<file path="config.mk">
export PLATFORM = sky130hd
export DESIGN_NAME = rtcac_top
export DESIGN_NICKNAME = d
export VERILOG_FILES = /design/src/logic/rtcac_pkg.sv /design/src/logic/rtcac_alarm_cmp.sv /design/src/logic/rtcac_prescaler.sv /design/src/logic/rtcac_top.sv
export VERILOG_INCLUDE_DIRS = /design/src /design/src/logic
export SDC_FILE = /design/constraint.sdc
export NUM_CORES = 1
export LEC_CHECK = 0
export BUFFER_PORTS_ARGS = -buffer_cell sky130_fd_sc_hd__buf_4
export CORE_MARGIN = 8
export CORE_UTILIZATION = 25
export CTS_CLUSTER_DIAMETER = 60
export DETAILED_ROUTE_END_ITERATION = 10
export GPL_TIMING_DRIVEN = 0
export HOLD_SLACK_MARGIN = 0.12
export REMOVE_ABC_BUFFERS = 1
export SLEW_MARGIN = 30
export SYNTH_ARGS = -nofsm -noshare
export SYNTH_HDL_FRONTEND = slang
export SYNTH_SLANG_ARGS = --single-unit
</file>
<file path="constraint.sdc">
create_clock -name aclk -period 3.35 [get_ports aclk]
set_clock_uncertainty 0.1 [all_clocks]
set_input_delay 0.67 -clock aclk [delete_from_list [all_inputs] [get_ports aclk]]
set_output_delay 0.67 -clock aclk [all_outputs]
set_load 0.005 [all_outputs]
</file>
<file path="src/logic/rtcac_regs.svh">
`ifndef RTCAC_REGS_SVH
`define RTCAC_REGS_SVH

// Register indices; byte address is four times the index
`define RTCAC_IDX_ALM_SEC   10'h0E8
`define RTCAC_IDX_ALM_MIN   10'h0E9
`define RTCAC_IDX_ALM_HRS   10'h0EA
`define RTCAC_IDX_ALM_DOW   10'h0EB
`define RTCAC_IDX_ALM_EN    10'h0EC
`define RTCAC_IDX_CTRL      10'h0ED

// Control register fields
`define RTCAC_CTRL_ALARM    7
`define RTCAC_CTRL_INT_EN   6
`define RTCAC_CTRL_BCD      5
`define RTCAC_CTRL_CLK_SEL  4
`define RTCAC_CTRL_FREQ     3
`define RTCAC_CTRL_DST      2
`define RTCAC_CTRL_SLP      1
`define RTCAC_CTRL_UNLOCK   0

// Field enable positions
`define RTCAC_EN_DOW        3
`define RTCAC_EN_HRS        2
`define RTCAC_EN_MIN        1
`define RTCAC_EN_SEC        0

// Reset values
`define RTCAC_ALM_RST       8'h00
`define RTCAC_EN_RST        4'h0

// Prescaler divides (edges per second)
`define RTCAC_XTAL_DIV      16'h8000
`define RTCAC_LINE60_DIV    16'h003C
`define RTCAC_LINE50_DIV    16'h0032

// Bus responses
`define RTCAC_RESP_OKAY     2'h0
`define RTCAC_RESP_SLVERR   2'h2

`endif

</file>
<file path="src/logic/rtcac_pkg.sv">
package rtcac_pkg;
	typedef enum logic {RTCAC_RD_IDLE, RTCAC_RD_DATA} rtcac_rd_state_t;
	typedef logic [7:0] rtcac_byte_t;
	typedef logic [3:0] rtcac_field_en_t;
endpackage : rtcac_pkg

</file>
<file path="src/logic/rtcac_alarm_cmp.sv">
`timescale 1ns/1ps
`default_nettype none
`include "rtcac_regs.svh"
module rtcac_alarm_cmp
	import rtcac_pkg::*;
(
	input  wire rtcac_field_en_t field_en,
	input  wire rtcac_byte_t     alm_sec,
	input  wire rtcac_byte_t     alm_min,
	input  wire rtcac_byte_t     alm_hrs,
	input  wire logic [3:0]      alm_dow,
	input  wire rtcac_byte_t     cur_sec,
	input  wire rtcac_byte_t     cur_min,
	input  wire rtcac_byte_t     cur_hrs,
	input  wire rtcac_byte_t     cur_dow,
	output logic                 match
);
	function automatic logic field_ok(input logic en, input rtcac_byte_t a, input rtcac_byte_t b);
		return !en || (a == b);
	endfunction : field_ok

	// Raw byte compare works for both number formats
	always_comb begin
		match = (|field_en)
			&& field_ok(field_en[`RTCAC_EN_SEC], alm_sec, cur_sec)
			&& field_ok(field_en[`RTCAC_EN_MIN], alm_min, cur_min)
			&& field_ok(field_en[`RTCAC_EN_HRS], alm_hrs, cur_hrs)
			&& field_ok(field_en[`RTCAC_EN_DOW], {4'h0, alm_dow}, {4'h0, cur_dow[3:0]});
	end
endmodule : rtcac_alarm_cmp
`default_nettype wire

</file>
<file path="src/logic/rtcac_prescaler.sv">
`timescale 1ns/1ps
`default_nettype none
`include "rtcac_regs.svh"
module rtcac_prescaler
	import rtcac_pkg::*;
(
	input  wire logic aclk,
	input  wire logic aresetn,
	input  wire logic restart,
	input  wire logic run,
	input  wire logic clk_sel,
	input  wire logic line_frequency_select,
	input  wire logic xtal_edge,
	input  wire logic line_edge,
	output logic      tick_r
);
	logic [15:0] cnt_r;
	logic [15:0] cnt_nxt;
	logic [15:0] lim;
	logic        tick_nxt;
	logic        src_edge;

	always_comb begin
		lim = clk_sel ? (line_frequency_select ? `RTCAC_LINE50_DIV : `RTCAC_LINE60_DIV) : `RTCAC_XTAL_DIV;
		src_edge = clk_sel ? line_edge : xtal_edge;
		cnt_nxt = cnt_r;
		tick_nxt = 1'b0;
		if (restart || !run) begin
			cnt_nxt = 16'h0000;
		end else if (src_edge) begin
			if (cnt_r == lim - 16'h0001) begin
				cnt_nxt = 16'h0000;
				tick_nxt = 1'b1;
			end else begin
				cnt_nxt = cnt_r + 16'h0001;
			end
		end
	end

	always_ff @(posedge aclk) begin
		if (!aresetn) begin
			cnt_r <= 16'h0000;
			tick_r <= 1'b0;
		end else begin
			cnt_r <= cnt_nxt;
			tick_r <= tick_nxt;
		end
	end
endmodule : rtcac_prescaler
`default_nettype wire

</file>
<file path="src/logic/rtcac_top.sv">
// The implementer's own choice: register access over AXI4-Lite.
`timescale 1ns/1ps
`default_nettype none
`include "rtcac_regs.svh"
module rtcac_top
	import rtcac_pkg::*;
(
	input  wire logic        aclk,
	input  wire logic        aresetn,
	input  wire logic        por_n,
	input  wire logic [11:0] s_axi_awaddr,
	input  wire logic        s_axi_awvalid,
	output logic             s_axi_awready,
	input  wire logic [31:0] s_axi_wdata,
	input  wire logic [3:0]  s_axi_wstrb,
	input  wire logic        s_axi_wvalid,
	output logic             s_axi_wready,
	output logic [1:0]       s_axi_bresp,
	output logic             s_axi_bvalid,
	input  wire logic        s_axi_bready,
	input  wire logic [11:0] s_axi_araddr,
	input  wire logic        s_axi_arvalid,
	output logic             s_axi_arready,
	output logic [31:0]      s_axi_rdata,
	output logic [1:0]       s_axi_rresp,
	output logic             s_axi_rvalid,
	input  wire logic        s_axi_rready,
	input  wire logic        xtal_in,
	input  wire logic        line_in,
	input  wire logic        sleep_active,
	input  wire logic        time_incr,
	input  wire rtcac_byte_t cur_sec,
	input  wire rtcac_byte_t cur_min,
	input  wire rtcac_byte_t cur_hrs,
	input  wire rtcac_byte_t cur_dow,
	output logic             counter_unlock,
	output logic             bcd_mode,
	output logic             osc_enable,
	output logic             sec_tick,
	output logic             alarm_irq,
	output logic             wake_request
);
	function automatic logic idx_hit(input logic [11:0] addr, input logic [9:0] idx);
		return addr[11:2] == idx;
	endfunction : idx_hit

	// Pin synchronisers
	logic [2:0] xtal_sync_r;
	logic [2:0] line_sync_r;
	logic       xtal_edge;
	logic       line_edge;
	always_ff @(posedge aclk) begin
		if (!aresetn) begin
			xtal_sync_r <= 3'h0;
			line_sync_r <= 3'h0;
		end else begin
			xtal_sync_r <= {xtal_sync_r[1:0], xtal_in};
			line_sync_r <= {line_sync_r[1:0], line_in};
		end
	end
	assign xtal_edge = xtal_sync_r[1] && !xtal_sync_r[2];
	assign line_edge = line_sync_r[1] && !line_sync_r[2];

	// Write channel
	logic        aw_held_r, aw_held_nxt;
	logic        w_held_r, w_held_nxt;
	logic [11:0] waddr_r, waddr_nxt;
	logic [31:0] wdata_r, wdata_nxt;
	logic [3:0]  wstrb_r, wstrb_nxt;
	logic        bvalid_nxt, awready_nxt, wready_nxt;
	logic [1:0]  bresp_nxt;
	logic        wr_do;
	logic        wr_lane;
	logic        wr_hit;

	always_comb begin
		aw_held_nxt = aw_held_r || (s_axi_awvalid && s_axi_awready);
		w_held_nxt = w_held_r || (s_axi_wvalid && s_axi_wready);
		waddr_nxt = (s_axi_awvalid && s_axi_awready) ? s_axi_awaddr : waddr_r;
		wdata_nxt = (s_axi_wvalid && s_axi_wready) ? s_axi_wdata : wdata_r;
		wstrb_nxt = (s_axi_wvalid && s_axi_wready) ? s_axi_wstrb : wstrb_r;
		bvalid_nxt = s_axi_bvalid && !s_axi_bready;
		bresp_nxt = s_axi_bresp;
		wr_do = aw_held_r && w_held_r && !s_axi_bvalid;
		wr_hit = 1'b0;
		for (int i = 0; i < 6; i++) begin
			wr_hit = wr_hit || idx_hit(waddr_r, `RTCAC_IDX_ALM_SEC + 10'(i));
		end
		wr_lane = wr_do && wr_hit && wstrb_r[0];
		if (wr_do) begin
			aw_held_nxt = 1'b0;
			w_held_nxt = 1'b0;
			bvalid_nxt = 1'b1;
			bresp_nxt = wr_hit ? `RTCAC_RESP_OKAY : `RTCAC_RESP_SLVERR;
		end
		awready_nxt = !aw_held_nxt && !bvalid_nxt && !wr_do;
		wready_nxt = !w_held_nxt && !bvalid_nxt && !wr_do;
	end

	always_ff @(posedge aclk) begin
		if (!aresetn) begin
			aw_held_r <= 1'b0;
			w_held_r <= 1'b0;
			waddr_r <= 12'h000;
			wdata_r <= 32'h0000_0000;
			wstrb_r <= 4'h0;
			s_axi_bvalid <= 1'b0;
			s_axi_bresp <= `RTCAC_RESP_OKAY;
			s_axi_awready <= 1'b0;
			s_axi_wready <= 1'b0;
		end else begin
			aw_held_r <= aw_held_nxt;
			w_held_r <= w_held_nxt;
			waddr_r <= waddr_nxt;
			wdata_r <= wdata_nxt;
			wstrb_r <= wstrb_nxt;
			s_axi_bvalid <= bvalid_nxt;
			s_axi_bresp <= bresp_nxt;
			s_axi_awready <= awready_nxt;
			s_axi_wready <= wready_nxt;
		end
	end

	// Register file
	rtcac_byte_t     alm_sec_r, alm_sec_nxt;
	rtcac_byte_t     alm_min_r, alm_min_nxt;
	rtcac_byte_t     alm_hrs_r, alm_hrs_nxt;
	logic [3:0]      alm_dow_r, alm_dow_nxt;
	rtcac_field_en_t alm_en_r, alm_en_nxt;
	logic            alarm_r, alarm_nxt;
	logic [5:2]      ctl_r, ctl_nxt;
	logic            slp_r, slp_nxt;
	logic            unlock_r, unlock_nxt;
	logic            irq_nxt, wake_nxt;
	logic            alarm_irq_en_r, int_en_nxt;
	logic            ctrl_wr, ctrl_rd, lock_evt, match, alarm_set;
	rtcac_byte_t     wbyte;

	assign wbyte = wdata_r[7:0];
	assign ctrl_wr = wr_lane && idx_hit(waddr_r, `RTCAC_IDX_CTRL);

	always_comb begin
		alm_sec_nxt = alm_sec_r;
		alm_min_nxt = alm_min_r;
		alm_hrs_nxt = alm_hrs_r;
		alm_dow_nxt = alm_dow_r;
		alm_en_nxt = alm_en_r;
		ctl_nxt = ctl_r;
		unlock_nxt = unlock_r;
		if (wr_lane) begin
			if (idx_hit(waddr_r, `RTCAC_IDX_ALM_SEC)) alm_sec_nxt = wbyte;
			if (idx_hit(waddr_r, `RTCAC_IDX_ALM_MIN)) alm_min_nxt = wbyte;
			if (idx_hit(waddr_r, `RTCAC_IDX_ALM_HRS)) alm_hrs_nxt = wbyte;
			if (idx_hit(waddr_r, `RTCAC_IDX_ALM_DOW) && unlock_r) alm_dow_nxt = wbyte[3:0];
			if (idx_hit(waddr_r, `RTCAC_IDX_ALM_EN)) alm_en_nxt = wbyte[3:0];
		end
		if (ctrl_wr) begin
			ctl_nxt = wbyte[`RTCAC_CTRL_BCD:`RTCAC_CTRL_DST];
			unlock_nxt = wbyte[`RTCAC_CTRL_UNLOCK];
		end
	end

	// Flags: a set in the same cycle as the clearing read wins
	assign lock_evt = ctrl_wr && unlock_r && !wbyte[`RTCAC_CTRL_UNLOCK];
	assign alarm_set = (time_incr || lock_evt) && match;
	always_comb begin
		alarm_nxt = (alarm_r && !ctrl_rd) || alarm_set;
		slp_nxt = (slp_r && !ctrl_rd) || (alarm_set && sleep_active);
		wake_nxt = alarm_set && sleep_active;
		irq_nxt = alarm_nxt && (ctrl_wr ? wbyte[`RTCAC_CTRL_INT_EN] : alarm_irq_en_r);
	end

	assign int_en_nxt = ctrl_wr ? wbyte[`RTCAC_CTRL_INT_EN] : alarm_irq_en_r;

	// System reset keeps alarm values, format bits and sleep flag
	always_ff @(posedge aclk) begin
		if (!por_n) begin
			alm_sec_r <= `RTCAC_ALM_RST;
			alm_min_r <= `RTCAC_ALM_RST;
			alm_hrs_r <= `RTCAC_ALM_RST;
			alm_dow_r <= 4'h0;
			ctl_r <= 4'h0;
			slp_r <= 1'b0;
		end else begin
			alm_sec_r <= alm_sec_nxt;
			alm_min_r <= alm_min_nxt;
			alm_hrs_r <= alm_hrs_nxt;
			alm_dow_r <= alm_dow_nxt;
			ctl_r <= ctl_nxt;
			slp_r <= aresetn ? slp_nxt : slp_r;
		end
	end

	always_ff @(posedge aclk) begin
		if (!aresetn || !por_n) begin
			alm_en_r <= `RTCAC_EN_RST;
			alarm_r <= 1'b0;
			alarm_irq_en_r <= 1'b0;
			unlock_r <= 1'b0;
			alarm_irq <= 1'b0;
			wake_request <= 1'b0;
			counter_unlock <= 1'b0;
			bcd_mode <= 1'b0;
			osc_enable <= 1'b0;
		end else begin
			alm_en_r <= alm_en_nxt;
			alarm_r <= alarm_nxt;
			alarm_irq_en_r <= int_en_nxt;
			unlock_r <= unlock_nxt;
			alarm_irq <= irq_nxt;
			wake_request <= wake_nxt;
			counter_unlock <= unlock_nxt;
			bcd_mode <= ctl_nxt[`RTCAC_CTRL_BCD];
			osc_enable <= !ctl_nxt[`RTCAC_CTRL_CLK_SEL];
		end
	end

	rtcac_alarm_cmp u_cmp (
		.field_en (alm_en_r),
		.alm_sec  (alm_sec_r),
		.alm_min  (alm_min_r),
		.alm_hrs  (alm_hrs_r),
		.alm_dow  (alm_dow_r),
		.cur_sec  (cur_sec),
		.cur_min  (cur_min),
		.cur_hrs  (cur_hrs),
		.cur_dow  (cur_dow),
		.match    (match)
	);

	rtcac_prescaler u_presc (
		.aclk      (aclk),
		.aresetn   (aresetn),
		.restart   (ctrl_wr),
		.run       (!unlock_r),
		.clk_sel   (ctl_r[`RTCAC_CTRL_CLK_SEL]),
		.line_frequency_select  (ctl_r[`RTCAC_CTRL_FREQ]),
		.xtal_edge (xtal_edge),
		.line_edge (line_edge),
		.tick_r    (sec_tick)
	);

	// Read channel
	rtcac_rd_state_t rd_state_r, rd_state_nxt;
	logic [31:0]     rdata_nxt;
	logic [1:0]      rresp_nxt;
	logic            ar_take;
	logic [11:0]     ra;

	assign ar_take = (rd_state_r == RTCAC_RD_IDLE) && s_axi_arvalid && s_axi_arready;
	assign ra = s_axi_araddr;
	assign ctrl_rd = ar_take && idx_hit(ra, `RTCAC_IDX_CTRL);

	always_comb begin
		rd_state_nxt = rd_state_r;
		rdata_nxt = s_axi_rdata;
		rresp_nxt = s_axi_rresp;
		case (rd_state_r)
			RTCAC_RD_IDLE: begin
				if (ar_take) begin
					rd_state_nxt = RTCAC_RD_DATA;
					rresp_nxt = `RTCAC_RESP_OKAY;
					rdata_nxt = 32'h0000_0000;
					if (idx_hit(ra, `RTCAC_IDX_ALM_SEC)) rdata_nxt[7:0] = alm_sec_r;
					else if (idx_hit(ra, `RTCAC_IDX_ALM_MIN)) rdata_nxt[7:0] = alm_min_r;
					else if (idx_hit(ra, `RTCAC_IDX_ALM_HRS)) rdata_nxt[7:0] = alm_hrs_r;
					else if (idx_hit(ra, `RTCAC_IDX_ALM_DOW)) rdata_nxt[3:0] = alm_dow_r;
					else if (idx_hit(ra, `RTCAC_IDX_ALM_EN)) rdata_nxt[3:0] = alm_en_r;
					else if (idx_hit(ra, `RTCAC_IDX_CTRL)) rdata_nxt[7:0] =
						{alarm_r, alarm_irq_en_r, ctl_r, slp_r, unlock_r};
					else rresp_nxt = `RTCAC_RESP_SLVERR;
				end
			end
			RTCAC_RD_DATA: begin
				if (s_axi_rready) rd_state_nxt = RTCAC_RD_IDLE;
			end
			default: rd_state_nxt = RTCAC_RD_IDLE;
		endcase
	end

	always_ff @(posedge aclk) begin
		if (!aresetn) begin
			rd_state_r <= RTCAC_RD_IDLE;
			s_axi_rdata <= 32'h0000_0000;
			s_axi_rresp <= `RTCAC_RESP_OKAY;
			s_axi_rvalid <= 1'b0;
			s_axi_arready <= 1'b0;
		end else begin
			rd_state_r <= rd_state_nxt;
			s_axi_rdata <= rdata_nxt;
			s_axi_rresp <= rresp_nxt;
			s_axi_rvalid <= rd_state_nxt == RTCAC_RD_DATA;
			s_axi_arready <= rd_state_nxt == RTCAC_RD_IDLE;
		end
	end

	// Checks
	AST_READ_CLEARS: assert property (@(posedge aclk) disable iff (!aresetn)
		(ctrl_rd && !alarm_set) |=> (!alarm_r && !alarm_irq))
		else $error("Control read did not clear alarm");
	AST_IRQ_TRACK: assert property (@(posedge aclk) disable iff (!aresetn)
		alarm_irq == (alarm_r && alarm_irq_en_r))
		else $error("Interrupt does not follow flag and enable");
	AST_DOW_LOCKED: assert property (@(posedge aclk) disable iff (!aresetn || !por_n)
		(wr_lane && idx_hit(waddr_r, `RTCAC_IDX_ALM_DOW) && !unlock_r) |=> $stable(alm_dow_r))
		else $error("Weekday alarm written while locked");
	AST_EN_UPPER_ZERO: assert property (@(posedge aclk) disable iff (!aresetn)
		(ar_take && idx_hit(ra, `RTCAC_IDX_ALM_EN)) |=> (s_axi_rvalid && s_axi_rdata[31:4] == 28'h0))
		else $error("Enable register upper bits not zero");
	AST_NO_EN_NO_MATCH: assert property (@(posedge aclk) disable iff (!aresetn)
		(alm_en_r == 4'h0) |-> !match)
		else $error("Match with no field enabled");
	AST_LOCK_EVAL: assert property (@(posedge aclk) disable iff (!aresetn || !por_n)
		(lock_evt && match) |=> alarm_r ##1 (alarm_r || $past(ctrl_rd)))
		else $error("Lock did not raise alarm");
	AST_INCR_EVAL: assert property (@(posedge aclk) disable iff (!aresetn || !por_n)
		(time_incr && match) |=> alarm_r)
		else $error("Increment did not raise alarm");
	AST_PRESC_RESTART: assert property (@(posedge aclk) disable iff (!aresetn)
		ctrl_wr |=> !sec_tick [*3])
		else $error("Tick soon after prescaler restart");
	AST_WAKE: assert property (@(posedge aclk) disable iff (!aresetn || !por_n)
		(alarm_set && sleep_active) |=> (slp_r && wake_request) ##1 !wake_request)
		else $error("Alarm wake not flagged");
endmodule : rtcac_top
`default_nettype wire

</file>
==> impl_metrics.toml, run 1 <==
[cts]
cts.sinks = 103
htree_levels = 3
post_cts_buffers = 0
cts_tree = "yes"
cts_buffer_depth = 2
cts_made_buffers = 9
cts_root_buf = "clkbuf_16"
cts_hold_buf = 0
cts.clk_slew.worst_paths_ns = 0.07
cts_repair_resize_count = 0
worstSkewPairLatency_ns = 0.36

[timing]
timing_max_transition_violations_final = 0
fin_crit_ns = 3.08
final_min_period_over_clock_period = 0.919
finalSetupTns_ns = 0
max_freq_ghz = 0.325
hold_violations = 0
relSlewSlack = 0.476
rsz0062_at_grt = "false"
tightestPinTransition_ns = 0.781
setup_viol = 0

[setup_path]
r2r_cells = 10
cpMostUsedCell = "ha_1"
critical-path-top-delay-family = "simple AND/OR/NAND/NOR gates"
path_max_fanout = 14
r2r_end = "u_presc.tick_r$_SDFF_PP0_"
worst-path-buf-inv = 1
path_cells = "nand2_1, ha_1, nand2b_1, inv_1, ha_1, xor2_1, nand4_1, or3_1, nor3_4, nor2b_1"
endpoint = "u_presc.tick_r$_SDFF_PP0_"
crit_required_ns = 3.53
critPathKind = "reg2reg"
worstSetupStartpoint = "ctl_r[4]$_SDFF_PN0_"
crit_arrival_ns = 3.26
worstSetupStartpointType = "register"
r2r_setup_slack_ns = 0.27
critPathMaxStageDelay_ns = 0.62
rr_startpoint = "ctl_r[4]$_SDFF_PN0_"
crit_path_end_kind = "register"
path_depth = 10
critPathSlowestCell = "dfxtp_1"

[logic_synthesis]
yosys_warnings = 0
synth_seq_area_share = 0.405
ys_types = 64
synth_edf_count = 0
postSynthAreaPerCell_um2 = 9.04
syn_area_um2 = 5100
ys_seq_elements = 103
async_reset_ff_frac = 0
synth_ff_type = "dfxtp_1"
syn_inst = 564

[routing]
ant_nets = 0
drt_first_iter_violations = 159
wire_per_inst_um = 15.2
vias = 4098
vias_per_cell = 4.48
firstDrtPassIters = 4
drc = 0
drt_wl_total_um = 13900

[finish]
drive_gt1_frac = 0.198
num_antenna_cells = 0
n_fill_cell = 2149
finalNetCount = 748
layout.cells.non_filler = 915
area_delta_synth_final_pct = 21.4
final_area_um2 = 6190

[floorplan]
die_h_um = 159
io_pins = 151
fp-row-count = 52
fp.coreArea_um2 = 20100
start_util = 0.253
fp.dieW_um = 159
die-area_um2 = 25200

[global_route]
grt_max_degree = 36
grt_first_pass_wirelength_um = 22300
grtUsageTotal = 0.110
antenna_found_initial = 0
grt_pass1_vias = 4100
grt_overflow = 0

[power]
leakage_nw = 2.39
powerDensity_nw_per_um2 = 419
irDropWorstVdd_mv = 0.236

[placed_design]
place_congestion = 0.778
dpl_cell_area_um2 = 5880
dp_hpwl_um = 10700
io_buffers = 89
dp_cells = 899

[min_path]
hold_class = "reg2reg"
hold_path_startpoint = "xtal_sync_r[0]$_SDFF_PN0_"

[outcome]
status = "complete, no violations"

[flow_run]
cap_violations = 0
through the flow:
| stage | utilization | hold slack, ns | setup WS (ns) | total power (W) |
|---|---|---|---|---|
| 4_1_cts | 0.308 | 0.344 | 0.229 | 0.00263 |
| 3_3_place_gp | 0.293 | 0.316 | 0.221 | 0.00152 |
| 2_1_floorplan | - | 0.312 | 0.809 | 0.00139 |
| 5_1_grt | 0.308 | 0.369 | 0.0125 | 0.00270 |
| 3_5_place_dp | 0.293 | 0.323 | 0.218 | 0.00152 |
| 6_report | 0.308 | 0.339 | 0.273 | 0.00259 |
worst min path at each step:
stage / endpoint / slack (ns) / depth (start not counted)
after floorplan: line_sync_r[1]$_SDFF_PN0_ / 0.31 / 1
after global placement: xtal_sync_r[1]$_SDFF_PN0_ / 0.32 / 1
after detailed placement: xtal_sync_r[1]$_SDFF_PN0_ / 0.32 / 1
after CTS: xtal_sync_r[1]$_SDFF_PN0_ / 0.34 / 1
after global routing: line_sync_r[1]$_SDFF_PN0_ / 0.37 / 1
final: xtal_sync_r[1]$_SDFF_PN0_ / 0.34 / 1
sequential cells by signal (all words and copies together), names as in the netlist, 3 cells and up:
name,flops
s_axi_rdata,8
wdata_r,8
alm_min_r,8
ctl_r,4
alm_dow_r,4
alm_sec_r,8
xtal_sync_r,3
u_presc.cnt_r,16
line_sync_r,3
alm_hrs_r,8
alm_en_r,4
waddr_r,10
synthesized netlist by cell type (3+ instances only):
cell type	count	area share
buf_4	26	0.038
xnor2_1	39	0.067
nand2b_1	7	0.0086
inv_1	15	0.011
a21oi_1	33	0.032
nand4_1	13	0.016
clkbuf_1	14	0.010
xor2_1	6	0.010
o21ai_0	12	0.012
buf_2	4	0.0039
o31ai_1	3	0.0044
o22ai_1	5	0.0061
nor2b_1	38	0.047
buf_6	3	0.0066
dfxtp_1	103	0.40
nor2_1	23	0.017
a221oi_1	4	0.0069
a211o_1	3	0.0052
ha_1	4	0.0098
nand3_1	4	0.0039
a222oi_1	3	0.0059
nand2_1	65	0.048
o2111ai_1	3	0.0052
mux2_2	8	0.018
mux2i_1	34	0.067
nor3_1	22	0.022
o211ai_1	3	0.0044
and2_1	14	0.017
and3_1	9	0.011
report_power, final:
| group | leakage (nW) | switching [W] | total [W] | internal, W |
|---|---|---|---|---|
| Combinational | 1.41 | 0.000103 | 0.000211 | 0.000108 |
| Sequential | 0.835 | 0.0000256 | 0.00128 | 0.00125 |
| Clock | 0.151 | 0.000510 | 0.00111 | 0.000595 |
| Total | 2.39 | 0.000639 | 0.00259 | 0.00195 |
per-layer routing:
| metal | vias up | GRT usage | part of all wire | routed length (um) |
|---|---|---|---|---|
| li1 | 2058 | - | - | - |
| met1 | 1918 | 0.143 | 0.48 | 6620 |
| met2 | 103 | 0.172 | 0.45 | 6330 |
| met3 | 19 | 0.0238 | 0.047 | 648 |
| met4 | 0 | 0.0511 | 0.024 | 328 |
| met5 | - | 0 | 0 | 0 |
placed cells by master (no fill, tap or decap), types with 2 or more instances in the layout:
cell type,n
a221oi_1,4
and3_1,9
o2111ai_1,3
nor4_1,2
nand4b_1,2
nor2_1,23
a211oi_1,2
o21ai_0,12
or2_2,2
clkbuf_16,9
nand2b_1,7
a21oi_1,33
conb_1,26
or3_1,2
o22ai_1,5
a21boi_0,2
a211o_1,3
nand4_1,13
nor2b_1,38
inv_1,15
xor2_1,6
nor4b_1,2
mux2i_1,34
nand2_1,65
mux2_2,8
buf_4,89
xnor2_1,39
inv_6,2
o211ai_1,3
inv_8,2
dfxtp_1,103
nand3_1,4
a222oi_1,3
ha_1,4
o31ai_1,3
and2_1,14
and3b_1,2
nor3_1,22
cell families after synthesis:
kind of cell | synth area share
and+or+nand+nor | 0.244
xor gates and xnor gates | 0.0773
muxes | 0.0889
AOI/OAI and AO/OA | 0.101
adders and majority gates | 0.00982
other | 0.000736
buffers and inverters | 0.0729
DFF | 0.405
area by class of cell:
cell class	instances	area [um2]	share of cell area
clock buffer	10	229	0.0370
clock inverter	6	75.1	0.0121
inverter	16	60.1	0.00970
multi-input combinational	421	2760	0.445
sequential	103	2060	0.333
tap	270	338	0.0546
timing repair buffer	89	668	0.108
worst reg2reg max path: cells and delay by family, from the launching register on:
kind / cells / cell delay [ns]
adders and majority gates: 2 / 0.57
DFF: 1 / 0.62
xor gates and xnor gates: 1 / 0.15
buffers and inverters: 1 / 0.06
and+or+nand+nor: 6 / 1.51
Power figures use the tool's default switching activity.
==> inputs of run 2 (changes only) <==
--- a/config.mk
+++ b/config.mk
@@ -6,11 +6,12 @@
 export SDC_FILE = /design/constraint.sdc
 export NUM_CORES = 1
 export LEC_CHECK = 0
-export BUFFER_PORTS_ARGS = -buffer_cell sky130_fd_sc_hd__buf_4
+export CAP_MARGIN = 30
 export CORE_MARGIN = 8
 export CORE_UTILIZATION = 25
 export CTS_CLUSTER_DIAMETER = 60
 export DETAILED_ROUTE_END_ITERATION = 10
+export DONT_BUFFER_PORTS = 1
 export GPL_TIMING_DRIVEN = 0
 export HOLD_SLACK_MARGIN = 0.12
 export REMOVE_ABC_BUFFERS = 1
==> impl_metrics.toml, run 2 (synthesized netlist as in run 1, its figures left out) <==
[power]
switchingPower_w = 0.000577
p_int_w = 0.00194
switching_share = 0.229
power_frac_comb = 0.046
powerDensity_nw_per_um2 = 454
clock_power_share = 0.446
irDropWorstVdd_mv = 0.246
leakage_nw = 1.97
power.sequential.fraction = 0.508
finalPower_w = 0.00252

[cts]
cts_root_buf = "clkbuf_16"
post_cts_buffers = 0
cts_repair_resize_count = 0
cts_tree = "yes"
htree_levels = 3
worstSkewPairLatency_ns = 0.35
cts_buffer_depth = 2
cts.clk_slew.worst_paths_ns = 0.07
cts.sinks = 103
cts_made_buffers = 9
cts_hold_buf = 0

[timing]
relSlewSlack = 0.502
timing_max_transition_violations_final = 0
setup_viol = 0
max_freq_ghz = 0.332
finalSetupTns_ns = 0
whs_ns = 0.333
fin_crit_ns = 3.01
rsz0062_at_grt = "false"
hold_violations = 0
setup_slack_ns = 0.339
final_min_period_over_clock_period = 0.899
tightestPinTransition_ns = 0.741

[routing]
vias = 3762
ant_nets = 0
drt_first_iter_violations = 230
vias_per_cell = 4.55
drc = 0
drt_wl_total_um = 13700
firstDrtPassIters = 4
wire_per_inst_um = 16.6

[setup_path]
path_max_fanout = 14
crit_path_end_kind = "register"
crit_required_ns = 3.53
worstSetupStartpointType = "register"
r2r_cells = 10
critPathKind = "reg2reg"
crit_arrival_ns = 3.19

[finish]
n_fill_cell = 2153
area_delta_synth_final_pct = 8.91
drive_gt1_frac = 0.0718
num_antenna_cells = 0
largest_reg_flops = 16
final_common_cell = "dfxtp_1"
finalNetCount = 660
top_regs = "u_presc.cnt_r x16, waddr_r x10"
final_util = 0.276
layout_common_cells = "dfxtp_1, nand2_1, xnor2_1"
top_register = "u_presc.cnt_r"

[floorplan]
fp.dieW_um = 159
die-area_um2 = 25200
fp-row-count = 52
io_pins = 151
fp.coreArea_um2 = 20100
die_h_um = 159
start_util = 0.253

[global_route]
antenna_found_initial = 1
grt_first_pass_wirelength_um = 21600
grtUsageTotal = 0.109
grt_max_degree = 36
grt_overflow = 0
grt_pass1_vias = 3713

[min_path]
hold_class = "reg2reg"
whs_path_depth = 1

[placed_design]
place_congestion = 0.795
dp_worst_setup_slack_ns = 0.307
dp_hpwl_um = 10600
io_buffers = 0

[outcome]
status = "complete, no violations"

[flow_run]
cap_violations = 0
run 2: changes by cell type in the layout (fill, tap and decap cells not counted):
| cell | change |
|---|---|
| buf_4 | -89 |
| clkbuf_8 | +3 |
| clkinv_4 | +2 |
| inv_6 | -2 |
| inv_8 | -2 |
| buf_8 | +1 |
| clkbuf_1 | -1 |
| clkinv_1 | +1 |
| inv_2 | -1 |
run 2: cell type report:
class / instances / area, um2 / share of cell area
Inverter: 16 / 60.1 / 0.0108
Clock buffer: 12 / 267 / 0.0480
Multi-Input combinational cell: 421 / 2760 / 0.497
Timing Repair Buffer: 1 / 15.0 / 0.00271
Sequential cell: 103 / 2060 / 0.372
Tap cell: 270 / 338 / 0.0609
Clock inverter: 4 / 52.6 / 0.00947
run 2: power by group through the flow:
stage               Sequential, W  Combinational [W]  Clock (W)
floorplan                 0.00130          0.0000925          0
global placement          0.00131           0.000113          0
detailed placement        0.00131           0.000116          0
CTS                       0.00128           0.000116    0.00116
global route              0.00128           0.000131    0.00121
finish                    0.00128           0.000116    0.00112
run 2: path summary, 6_finish.rpt:
path              slack [ns]                       from                         to
hold / removal          0.33  xtal_sync_r[0]$_SDFF_PN0_  xtal_sync_r[1]$_SDFF_PN0_
setup reg to reg        0.34        ctl_r[4]$_SDFF_PN0_  u_presc.tick_r$_SDFF_PP0_
hold reg to reg         0.33  xtal_sync_r[0]$_SDFF_PN0_  xtal_sync_r[1]$_SDFF_PN0_
setup / recovery        0.34        ctl_r[4]$_SDFF_PN0_  u_presc.tick_r$_SDFF_PP0_
run 2: stage by stage:
step           cell area (um2)  cells
2_1_floorplan             4880    540
3_3_place_gp              5220    810
3_5_place_dp              5230    811
4_1_cts                   5550    827
5_1_grt                   5550    827
6_report                  5550    827
run 2: routing by layer:
layer  up-vias  global-route usage  routed length [um]
met5         -                   0                   0
met4         0              0.0463                 316
li1       1885                   -                   -
met2        86               0.169                6200
met1      1774               0.135                6350
met3        17              0.0372                 860
run 2: worst max-delay path, cell delays in order, from the launching register on:
cell and delay (ns):
dfxtp_1 0.62, nand2_1 0.14, ha_1 0.28, nand2b_1 0.11, inv_1 0.06, ha_1 0.28
xor2_1 0.14, nand4_1 0.09, or3_1 0.43, nor3_4 0.46, nor2b_1 0.22
